File: src/lin_sync_cfg.svh
`ifndef LIN_SYNC_CFG_SVH
`define LIN_SYNC_CFG_SVH
// Register addresses (16-bit special-function space)
`define ADDR_DIV_HIGH      16'hA093
`define ADDR_DIV_LOW       16'hA094
`define ADDR_IRQ_FLAGS     16'hA095
`define ADDR_IRQ_ENABLES   16'hA096
`define ADDR_TO_CONFIG     16'hA0A0
`define ADDR_TX_TO_LOW     16'hA0A1
`define ADDR_TX_TO_HIGH    16'hA0A2
`define ADDR_RX_TO_LOW     16'hA0A3
`define ADDR_RX_TO_HIGH    16'hA0A4
`define ADDR_MODE          16'hA0B0
// Flag register bit positions
`define FLG_AUTO_UPDATE_DONE_FLAG           3
`define FLG_RSI            1
// Config register bit positions
`define CFG_RX_LSB         7
`define CFG_BREAK_EXIT     6
`define CFG_RX_FLAG        3
`define CFG_TX_FLAG        2
`define CFG_RX_EN          1
`define CFG_TX_EN          0
// Mode register bit positions
`define MODE_MASTER        0
`define MODE_AUTO_SYNC     1
// Reset values and constants
`define BYTE_ZERO          8'h00
`define DIV_RESET          16'h0001
`define SYNC_BITS          8
`define COUNT_ONE          17'h00001
`endif

File: src/lin_sync_pkg.sv
package lin_sync_pkg;
  typedef enum logic [1:0] {SYNC_IDLE, SYNC_BREAK, SYNC_WAIT, SYNC_MEASURE} sync_state_type;
endpackage : lin_sync_pkg

File: src/stuck_if.sv
`timescale 1ns/1ps
`default_nettype none
interface stuck_if #(parameter int WIDTH = 17);
  logic             line_dominant;
  logic [WIDTH-1:0] limit;
  logic             fault;
  modport watcher (input line_dominant, input limit, output fault);
  modport owner   (output line_dominant, output limit, input fault);
endinterface : stuck_if
`default_nettype wire

File: src/stuck_timer.sv
`timescale 1ns/1ps
`default_nettype none
`include "lin_sync_cfg.svh"
// Counts continuous dominant cycles; one-cycle fault pulse at limit+1
module stuck_timer #(
  parameter int WIDTH = 17
) (
  input  wire logic clk,
  input  wire logic reset_n,
  stuck_if.watcher  port
);
  logic [WIDTH-1:0] count;
  logic             fired;
  // ==========================================================
  // Dominant counter, restarts on each recessive level
  always_ff @(posedge clk) begin
    if (!reset_n) begin
      count <= '0;
      fired <= 1'b0;
      port.fault <= 1'b0;
    end else if (!port.line_dominant) begin // see RULE_12
      count <= '0;
      fired <= 1'b0;
      port.fault <= 1'b0;
    end else begin
      port.fault <= 1'b0;
      if (!fired) begin
        if (count == port.limit) begin // Limit+1 clocks of dominance, see RULE_11
          fired <= 1'b1;
          port.fault <= 1'b1;
        end else begin
          count <= count + WIDTH'(`COUNT_ONE);
        end
      end
    end
  end
endmodule : stuck_timer
`default_nettype wire

File: src/lin_sync_top.sv
// Operation
// RULE_01: Measured divider readable, read-only sixteen bits
// RULE_02: Measured divider valid only in slave
// RULE_03: Bit rate is clock over divider+1
// RULE_04: Break plus sync sets flag, stores divider
// RULE_05: Software may copy measured into setting
// RULE_06: Auto update copies divider, sets flag
// RULE_07: Rx timeout seventeen bits, split registers
// RULE_08: Break exit on rx fault option
// RULE_09: Rx fault flag sticky, enable gates irq
// RULE_10: Tx fault flag sticky, enable gates irq
// RULE_11: Tx timeout is value+1 clocks
// RULE_12: Continuous dominant beyond timeout raises fault
// RULE_13: Write one clears flag, zero keeps
`timescale 1ns/1ps
`default_nettype none
`include "lin_sync_cfg.svh"
module lin_sync_top #(
  parameter int DIV_WIDTH = 16,
  parameter int RX_WIDTH  = 17
) (
  input  wire logic        CORE_CLK,
  input  wire logic        RESET_N,
  input  wire logic [15:0] ADDR,
  input  wire logic [7:0]  WDATA,
  input  wire logic        WR_STB,
  input  wire logic        RD_STB,
  output var  logic [7:0]  RDATA,
  input  wire logic        RXD,
  input  wire logic        TXD,
  output var  logic        BIT_TICK,
  output var  logic        BREAK_ACTIVE,
  output var  logic        IRQ
);
  logic [DIV_WIDTH-1:0]   divider_setting;
  logic [DIV_WIDTH-1:0]   measured_divider;
  logic [DIV_WIDTH-1:0]   baud_count;
  logic [7:0]             flags;
  logic [7:0]             enables;
  logic                   rx_stuck_fault_flag;
  logic                   tx_stuck_fault_flag;
  logic                   rx_stuck_irq_enable;
  logic                   tx_stuck_irq_enable;
  logic                   break_exit_on_rx_fault;
  logic [RX_WIDTH-1:0]    rx_stuck_timeout_value;
  logic [DIV_WIDTH-1:0]   tx_stuck_timeout_value;
  logic                   master_mode;
  logic                   auto_sync_update_enable;
  lin_sync_pkg::sync_state_type state;
  logic [DIV_WIDTH+3-1:0] low_count;
  logic [DIV_WIDTH+3-1:0] sync_span;
  logic [3:0]             edges;
  logic                   rxd_prev;
  logic                   sync_done;
  logic                   wr_flags;
  logic                   wr_cfg;
  logic [DIV_WIDTH-1:0]   break_min;

  stuck_if #(.WIDTH(RX_WIDTH)) rx_link ();
  stuck_if #(.WIDTH(RX_WIDTH)) tx_link ();

  // ==========================================================
  // Fault supervisors
  assign rx_link.line_dominant = !RXD;
  assign rx_link.limit         = rx_stuck_timeout_value; // see RULE_07
  assign tx_link.line_dominant = !TXD;
  assign tx_link.limit         = {1'b0, tx_stuck_timeout_value}; // see RULE_11

  stuck_timer #(.WIDTH(RX_WIDTH)) rx_timer (
    .clk     (CORE_CLK),
    .reset_n (RESET_N),
    .port    (rx_link.watcher)
  );
  stuck_timer #(.WIDTH(RX_WIDTH)) tx_timer (
    .clk     (CORE_CLK),
    .reset_n (RESET_N),
    .port    (tx_link.watcher)
  );

  assign wr_flags = WR_STB && (ADDR == `ADDR_IRQ_FLAGS);
  assign wr_cfg   = WR_STB && (ADDR == `ADDR_TO_CONFIG);
  // A break must last longer than about eight bit times at the current rate
  assign break_min = divider_setting;

  // ==========================================================
  // Bit-rate generator: one tick every divider+1 clocks
  always_ff @(posedge CORE_CLK) begin
    if (!RESET_N) begin
      baud_count <= '0;
      BIT_TICK   <= 1'b0;
    end else if (baud_count >= divider_setting) begin // see RULE_03
      baud_count <= '0;
      BIT_TICK   <= 1'b1;
    end else begin
      baud_count <= baud_count + DIV_WIDTH'(1);
      BIT_TICK   <= 1'b0;
    end
  end

  // ==========================================================
  // Break and sync acquisition (slave only)
  always_ff @(posedge CORE_CLK) begin
    if (!RESET_N) begin
      state            <= lin_sync_pkg::SYNC_IDLE;
      low_count        <= '0;
      sync_span        <= '0;
      edges            <= '0;
      rxd_prev         <= 1'b1;
      sync_done        <= 1'b0;
      measured_divider <= '0;
      BREAK_ACTIVE     <= 1'b0;
    end else begin
      rxd_prev  <= RXD;
      sync_done <= 1'b0;
      case (state)
        lin_sync_pkg::SYNC_IDLE: begin
          BREAK_ACTIVE <= 1'b0;
          if (!RXD && !master_mode) begin // see RULE_02
            low_count <= '0;
            state     <= lin_sync_pkg::SYNC_BREAK;
          end
        end
        lin_sync_pkg::SYNC_BREAK: begin
          low_count <= low_count + (DIV_WIDTH+3)'(1);
          if (low_count[DIV_WIDTH+3-1:3] > (DIV_WIDTH)'(break_min)) begin
            BREAK_ACTIVE <= 1'b1;
          end
          if (rx_link.fault && break_exit_on_rx_fault) begin // see RULE_08
            BREAK_ACTIVE <= 1'b0;
            state        <= lin_sync_pkg::SYNC_IDLE;
          end else if (RXD) begin
            state <= BREAK_ACTIVE ? lin_sync_pkg::SYNC_WAIT : lin_sync_pkg::SYNC_IDLE;
          end
        end
        lin_sync_pkg::SYNC_WAIT: begin
          BREAK_ACTIVE <= 1'b0;
          if (rxd_prev && !RXD) begin // Start bit edge of sync byte
            // The edge cycle already counts, else the span is one clock short
            sync_span <= (DIV_WIDTH+3)'(1);
            edges     <= '0;
            state     <= lin_sync_pkg::SYNC_MEASURE;
          end
        end
        lin_sync_pkg::SYNC_MEASURE: begin
          sync_span <= sync_span + (DIV_WIDTH+3)'(1);
          if (rxd_prev && !RXD) begin
            edges <= edges + 4'h1;
            // Fifth falling edge ends eight bit times
            if (edges == 4'h3) begin
              measured_divider <= sync_span[DIV_WIDTH+3-1:3] - DIV_WIDTH'(1); // see RULE_01
              sync_done        <= 1'b1; // see RULE_04
              state            <= lin_sync_pkg::SYNC_IDLE;
            end
          end
          if (&sync_span) begin
            state <= lin_sync_pkg::SYNC_IDLE;
          end
        end
        default: state <= lin_sync_pkg::SYNC_IDLE;
      endcase
    end
  end

  // ==========================================================
  // Divider setting: software write or automatic update
  always_ff @(posedge CORE_CLK) begin
    if (!RESET_N) begin
      divider_setting <= `DIV_RESET;
    end else if (sync_done && auto_sync_update_enable && !master_mode) begin
      divider_setting <= measured_divider; // see RULE_06
    end else if (WR_STB && ADDR == `ADDR_DIV_HIGH) begin
      divider_setting[15:8] <= WDATA; // see RULE_05
    end else if (WR_STB && ADDR == `ADDR_DIV_LOW) begin
      divider_setting[7:0] <= WDATA;
    end
  end

  // ==========================================================
  // Interrupt flags: hardware set wins over write-one clear
  always_ff @(posedge CORE_CLK) begin
    if (!RESET_N) begin
      flags <= `BYTE_ZERO;
    end else begin
      for (int i = 0; i < 8; i++) begin
        if (wr_flags && WDATA[i]) begin
          flags[i] <= 1'b0; // see RULE_13
        end
      end
      if (sync_done) begin
        flags[`FLG_RSI] <= 1'b1; // see RULE_04
        if (auto_sync_update_enable) begin
          flags[`FLG_AUTO_UPDATE_DONE_FLAG] <= 1'b1; // see RULE_06
        end
      end
    end
  end

  // ==========================================================
  // Timeout configuration and sticky fault flags
  always_ff @(posedge CORE_CLK) begin
    if (!RESET_N) begin
      rx_stuck_fault_flag    <= 1'b0;
      tx_stuck_fault_flag    <= 1'b0;
      rx_stuck_irq_enable    <= 1'b0;
      tx_stuck_irq_enable    <= 1'b0;
      break_exit_on_rx_fault <= 1'b0;
      rx_stuck_timeout_value <= '0;
      tx_stuck_timeout_value <= '0;
      enables                <= `BYTE_ZERO;
      master_mode            <= 1'b0;
      auto_sync_update_enable <= 1'b0;
    end else begin
      if (wr_cfg) begin
        rx_stuck_timeout_value[0] <= WDATA[`CFG_RX_LSB]; // see RULE_07
        break_exit_on_rx_fault    <= WDATA[`CFG_BREAK_EXIT];
        rx_stuck_irq_enable       <= WDATA[`CFG_RX_EN];
        tx_stuck_irq_enable       <= WDATA[`CFG_TX_EN];
        if (WDATA[`CFG_RX_FLAG]) rx_stuck_fault_flag <= 1'b0; // see RULE_13
        if (WDATA[`CFG_TX_FLAG]) tx_stuck_fault_flag <= 1'b0;
      end
      if (rx_link.fault) rx_stuck_fault_flag <= 1'b1; // see RULE_09
      if (tx_link.fault) tx_stuck_fault_flag <= 1'b1; // see RULE_10
      if (WR_STB && ADDR == `ADDR_TX_TO_LOW)  tx_stuck_timeout_value[7:0]  <= WDATA;
      if (WR_STB && ADDR == `ADDR_TX_TO_HIGH) tx_stuck_timeout_value[15:8] <= WDATA;
      if (WR_STB && ADDR == `ADDR_RX_TO_LOW)  rx_stuck_timeout_value[8:1]  <= WDATA;
      if (WR_STB && ADDR == `ADDR_RX_TO_HIGH) rx_stuck_timeout_value[16:9] <= WDATA;
      if (WR_STB && ADDR == `ADDR_IRQ_ENABLES) enables <= WDATA;
      if (WR_STB && ADDR == `ADDR_MODE) begin
        master_mode             <= WDATA[`MODE_MASTER];
        auto_sync_update_enable <= WDATA[`MODE_AUTO_SYNC];
      end
    end
  end

  // ==========================================================
  // Interrupt output, registered
  always_ff @(posedge CORE_CLK) begin
    if (!RESET_N) begin
      IRQ <= 1'b0;
    end else begin
      IRQ <= |(flags & enables) || (rx_stuck_fault_flag && rx_stuck_irq_enable)
             || (tx_stuck_fault_flag && tx_stuck_irq_enable); // see RULE_09
    end
  end

  // ==========================================================
  // Read port, data one cycle after the strobe; unmapped reads zero
  always_ff @(posedge CORE_CLK) begin
    if (!RESET_N) begin
      RDATA <= `BYTE_ZERO;
    end else if (RD_STB) begin
      case (ADDR)
        `ADDR_DIV_HIGH:    RDATA <= measured_divider[15:8]; // see RULE_01
        `ADDR_DIV_LOW:     RDATA <= measured_divider[7:0];
        `ADDR_IRQ_FLAGS:   RDATA <= flags;
        `ADDR_IRQ_ENABLES: RDATA <= enables;
        `ADDR_TO_CONFIG:   RDATA <= {rx_stuck_timeout_value[0], break_exit_on_rx_fault, 2'b00,
                                     rx_stuck_fault_flag, tx_stuck_fault_flag,
                                     rx_stuck_irq_enable, tx_stuck_irq_enable};
        `ADDR_TX_TO_LOW:   RDATA <= tx_stuck_timeout_value[7:0];
        `ADDR_TX_TO_HIGH:  RDATA <= tx_stuck_timeout_value[15:8];
        `ADDR_RX_TO_LOW:   RDATA <= rx_stuck_timeout_value[8:1];
        `ADDR_RX_TO_HIGH:  RDATA <= rx_stuck_timeout_value[16:9];
        `ADDR_MODE:        RDATA <= {6'h00, auto_sync_update_enable, master_mode};
        default:           RDATA <= `BYTE_ZERO;
      endcase
    end else begin
      RDATA <= `BYTE_ZERO;
    end
  end

  // ==========================================================
  // Checks
  property p_rx_flag_sticky;
    @(posedge CORE_CLK) disable iff (!RESET_N)
      rx_link.fault |=> rx_stuck_fault_flag;
  endproperty
  a_rx_flag_sticky: assert property (p_rx_flag_sticky) else $error("rx fault flag not set"); // see RULE_09
  property p_tx_flag_sticky;
    @(posedge CORE_CLK) disable iff (!RESET_N)
      tx_link.fault |=> tx_stuck_fault_flag;
  endproperty
  a_tx_flag_sticky: assert property (p_tx_flag_sticky) else $error("tx fault flag not set"); // see RULE_10
  property p_tx_hold;
    @(posedge CORE_CLK) disable iff (!RESET_N)
      tx_stuck_fault_flag && !(wr_cfg && WDATA[`CFG_TX_FLAG]) |=> tx_stuck_fault_flag;
  endproperty
  a_tx_hold: assert property (p_tx_hold) else $error("tx flag dropped"); // see RULE_13
  property p_rsi_set;
    @(posedge CORE_CLK) disable iff (!RESET_N)
      sync_done |=> flags[`FLG_RSI];
  endproperty
  a_rsi_set: assert property (p_rsi_set) else $error("sync flag not set"); // see RULE_04
  property p_auto_copy;
    @(posedge CORE_CLK) disable iff (!RESET_N)
      sync_done && auto_sync_update_enable && !master_mode |=> divider_setting == $past(measured_divider);
  endproperty
  a_auto_copy: assert property (p_auto_copy) else $error("auto update missing"); // see RULE_06
  property p_master_no_sync;
    @(posedge CORE_CLK) disable iff (!RESET_N)
      master_mode && state == lin_sync_pkg::SYNC_IDLE |=> state == lin_sync_pkg::SYNC_IDLE;
  endproperty
  a_master_no_sync: assert property (p_master_no_sync) else $error("sync in master"); // see RULE_02
  property p_tick_period;
    @(posedge CORE_CLK) disable iff (!RESET_N)
      BIT_TICK && divider_setting == 16'h0001 && $stable(divider_setting)
      |=> !BIT_TICK ##1 (BIT_TICK || divider_setting != 16'h0001);
  endproperty
  a_tick_period: assert property (p_tick_period) else $error("bit tick period wrong"); // see RULE_03
  property p_rx_fault_no_recessive;
    @(posedge CORE_CLK) disable iff (!RESET_N)
      rx_link.fault |-> $past(!RXD);
  endproperty
  a_rx_fault_no_recessive: assert property (p_rx_fault_no_recessive) else $error("rx fault while recessive"); // see RULE_12
  property p_break_exit;
    @(posedge CORE_CLK) disable iff (!RESET_N)
      state == lin_sync_pkg::SYNC_BREAK && rx_link.fault && break_exit_on_rx_fault
      |=> state == lin_sync_pkg::SYNC_IDLE && !BREAK_ACTIVE;
  endproperty
  a_break_exit: assert property (p_break_exit) else $error("break not left on fault"); // see RULE_08
  c_sync: cover property (@(posedge CORE_CLK) disable iff (!RESET_N) sync_done);
  c_rx_fault: cover property (@(posedge CORE_CLK) disable iff (!RESET_N) rx_link.fault);
  c_tx_fault: cover property (@(posedge CORE_CLK) disable iff (!RESET_N) tx_link.fault);
  c_irq: cover property (@(posedge CORE_CLK) disable iff (!RESET_N) IRQ);
endmodule : lin_sync_top
`default_nettype wire

File: config.mk
export PLATFORM = sky130hd
export DESIGN_NAME = lin_sync_top
export DESIGN_NICKNAME = d
export VERILOG_FILES = /design/src/lin_sync_pkg.sv /design/src/stuck_if.sv /design/src/stuck_timer.sv /design/src/lin_sync_top.sv
export VERILOG_INCLUDE_DIRS = /design/src
export SDC_FILE = /design/constraint.sdc
export NUM_CORES = 1
export LEC_CHECK = 0
export ABC_CLOCK_PERIOD_IN_PS = 2190
export BUFFER_PORTS_ARGS = -buffer_cell sky130_fd_sc_hd__clkbuf_2
export CORE_MARGIN = 10
export CORE_UTILIZATION = 45
export CTS_CLUSTER_DIAMETER = 100
export DETAILED_ROUTE_END_ITERATION = 6
export SETUP_SLACK_MARGIN = 0.02
export SYNTH_ARGS = -nofsm -noshare
export SYNTH_HDL_FRONTEND = slang
export SYNTH_SLANG_ARGS = --single-unit
export TNS_END_PERCENT = 100
File: constraint.sdc
create_clock -name CORE_CLK -period 2.19 [get_ports CORE_CLK]
set_input_delay 0.219 -clock CORE_CLK [delete_from_list [all_inputs] [get_ports CORE_CLK]]
set_output_delay 0.219 -clock CORE_CLK [all_outputs]
set_load 0.005 [all_outputs]
==> out/results.txt <==
Top FF cell, synth: dfxtp_1
worst hold slack: 0.205 ns
mapped cell area: 0.0100 sq mm
Starting Density: 45.9%
P_leak: 0.00406 uW
initial antenna violation count: 0
EDFF count, synth: 0
PD cells: 632 mW/mm^2
final WL: 27.7 mm
post-synthesis register bit count: 193
Final #Nets: 1340
RSZ-0062 raised after global routing: false
Longest Clk Path Bufs: 2
Synth async-reset ratio: 0%
instance count of the mapped netlist: 1227
area grow syn2layout: 12.7%
TNS Setup: 0 ns
via count: 8938
Slew Viols, Final: 0
vias in the first global route: 8346
H-Tree Depth: 4
largest net degree at the start of global routing: 115
violated checks: design-rule violations
layout cells sized above 1: 12.0%
post-CTS setup buffers: 0
Logic pwr share: 6.9%
critical path type: reg2reg
Mapped Nets: 1297
GRT Resource Usage Total: 19.2%
status: complete, but fails checks
peak supply drop: 344 uV
die area: 0.0287 sq mm
DRC: 1
setup violators final: 0
sequential-to-total area share from yosys stat: 38.5%
Slew headroom: 52.0%
GR Overflow Total: 0
Syn Area/Cell: 8.18 sq um
MaxCap Viol Count: 0
CORE AREA: 0.0219 sq mm
Seq pwr share: 50.1%
number of placed I/O pins: 41
Util after Layout: 51.7%
Arrival @ worst endpoint: 2.36 ns
crit-path max FO: 16
Worst-Margin Slew: 0.717 ns
Ys Warns: 0
clk_lat worst skew: 0.45 ns
wire length of the first global-routing pass: 45.1 mm
fmax: 0.506 GHz
Sink Count: 193
Worst setup EP type: flop
worst hold path type: in2reg
Pre-Repair DR Iteration Count: 7
ANT cells: 0
Pint: 5240 uW
Switching Fraction: 26.8%
Initial DRC Count: 870
Critical Path RT: 2.58 ns
CTS tree: built
Hold Vio Cnt, Final: 0
startpoint types: flop
final period utilization: 90.2%
root buf cell: clkbuf_16
Post-CTS Hold Buffers: 0
Clk pwr share: 43.0%
fin crit period: 1.98 ns
CTS buffer count: 17
detailed-route vias per instance: 5.72
Antenna Violating Nets Remaining: 0
GPL Wtd Cong: 0.931
PortBufs: 40
die extent in y: 169 um
sw power: 1920 uW
wire length per cell: 17.7 um
post-DP HPWL: 20.0 mm
clk slew on worst S/H paths: 0.08 ns
Die Wd: 169 um
Worst Skew: 0.0120 ns
Netlist cell types: 71
FP Rows: 54
## area by class of cell
cell class | instances | area [sq um]
clock buffers | 18 | 429
clock inverters | 14 | 141
fillers | 2119 | 10600
inverters | 29 | 110
multi-input cells | 940 | 5810
flip-flops and latches | 193 | 3860
well taps | 280 | 350
repair buffers | 89 | 618
## flip-flops by register name, summed over array words and instances (netlist names), 2 cells and up, named ones only
signal                  count
RDATA                       8
baud_count                 16
break_min                  16
edges                       4
enables                     8
flags                       2
low_count                  19
measured_divider           16
rx_link.limit              17
rx_timer.count             17
sync_span                  19
tx_stuck_timeout_value     16
tx_timer.count             17
## cells in the mapped netlist, types with 4 or more instances
cell	n	area [sq um]
dfxtp_1	193	3860
nor4_2	4	50.1
a41o_1	9	90.1
a21o_1	11	82.6
nand2_1	154	578
clkbuf_1	41	154
nor3_1	28	140
a22oi_1	14	105
inv_1	27	101
mux2i_1	24	240
a211oi_1	29	218
nand2b_1	15	93.8
xnor2_1	56	490
nor2_1	131	492
a222oi_1	8	80.1
or2_2	10	62.6
and3_1	16	100
and4_1	6	52.6
or3_1	19	119
o211ai_1	8	60.1
a21oi_1	100	500
or4_1	7	52.6
nand3_1	71	355
or2_0	4	25.0
ha_1	40	500
xor2_1	15	131
nor4_1	10	62.6
o21a_1	4	30.0
nand4_1	19	119
o21ai_0	32	160
and2_1	8	50.1
a221oi_1	6	52.6
a31oi_1	27	169
buf_2	19	95.1
nor2b_1	6	37.5
## metal layers
layer	part of all wire, %	vias up	GRT usage, %
met3	4.4	22	3.03
met5	0	-	0
li1	-	4491	-
met1	49	4201	26.7
met4	0.99	0	4.92
met2	46	224	30.4
## critical path, cell delays in order, from the launching register on
cell	delay (ns)
dfxtp_1	0.33
inv_1	0.07
ha_1	0.28
a211o_1	0.26
a21oi_1	0.11
o21ai_1	0.11
a221oi_2	0.28
o2111ai_1	0.15
buf_4	0.22
nor2_1	0.11
## final timing paths
kind / cells past startpoint / from / slack [ns] / to
worst min register to register: 2 / enables[7] / 0.46 / enables[7]
worst max register to register: 9 / break_min[5] / 0.21 / baud_count[13]
worst min-delay path: 3 / WDATA[3] / 0.20 / rx_link.limit[4]
worst max-delay path: 9 / break_min[5] / 0.21 / baud_count[13]
## layout by cell type (no fill, tap or decap), types with 32 or more instances in the layout
cell type	count
clkbuf_2	40
nor2_1	131
a21oi_1	100
nand3_1	71
ha_1	40
nand2_1	154
dfxtp_1	193
buf_4	45
o21ai_0	32
xnor2_1	56
## power groups by stage
stage,combinational [uW],clock (uW),sequential (uW)
finish,492,3080,3590
floorplan,306,0,3650
global placement,470,0,3670
detailed placement,475,0,3670
CTS,477,3140,3590
global route,551,3290,3590
## kinds of logic (layout without fill, tap and decap cells)
kind of cell / Yosys count / after routing / share of synthesized area [%]
xor+xnor: 71 / 71 / 6.19
fa+ha+maj: 40 / 40 / 4.98
buf+inv: 94 / 150 / 3.90
compound gates: 269 / 269 / 17.2
simple gates: 530 / 530 / 26.2
mux: 30 / 30 / 3.07
flops: 193 / 193 / 38.5
## per-stage QoR
step / instance area [sq um] / power, uW / setup slack, ns / instances
after floorplan: 10000 / 3960 / 0.169 / 1227
after global placement: 10700 / 4140 / 0.115 / 1531
final: 11300 / 7160 / 0.215 / 1563
after detailed placement: 10700 / 4140 / 0.113 / 1531
after CTS: 11300 / 7200 / 0.165 / 1563
after global routing: 11300 / 7430 / 0.0225 / 1563
## repair_timing
action                                 CTS  global route
setup endpoints to repair                0            18
endpoints found under the hold margin    0             0
gates resized for setup                  0             3
No activity file was read; power rests on OpenSTA's default activity.
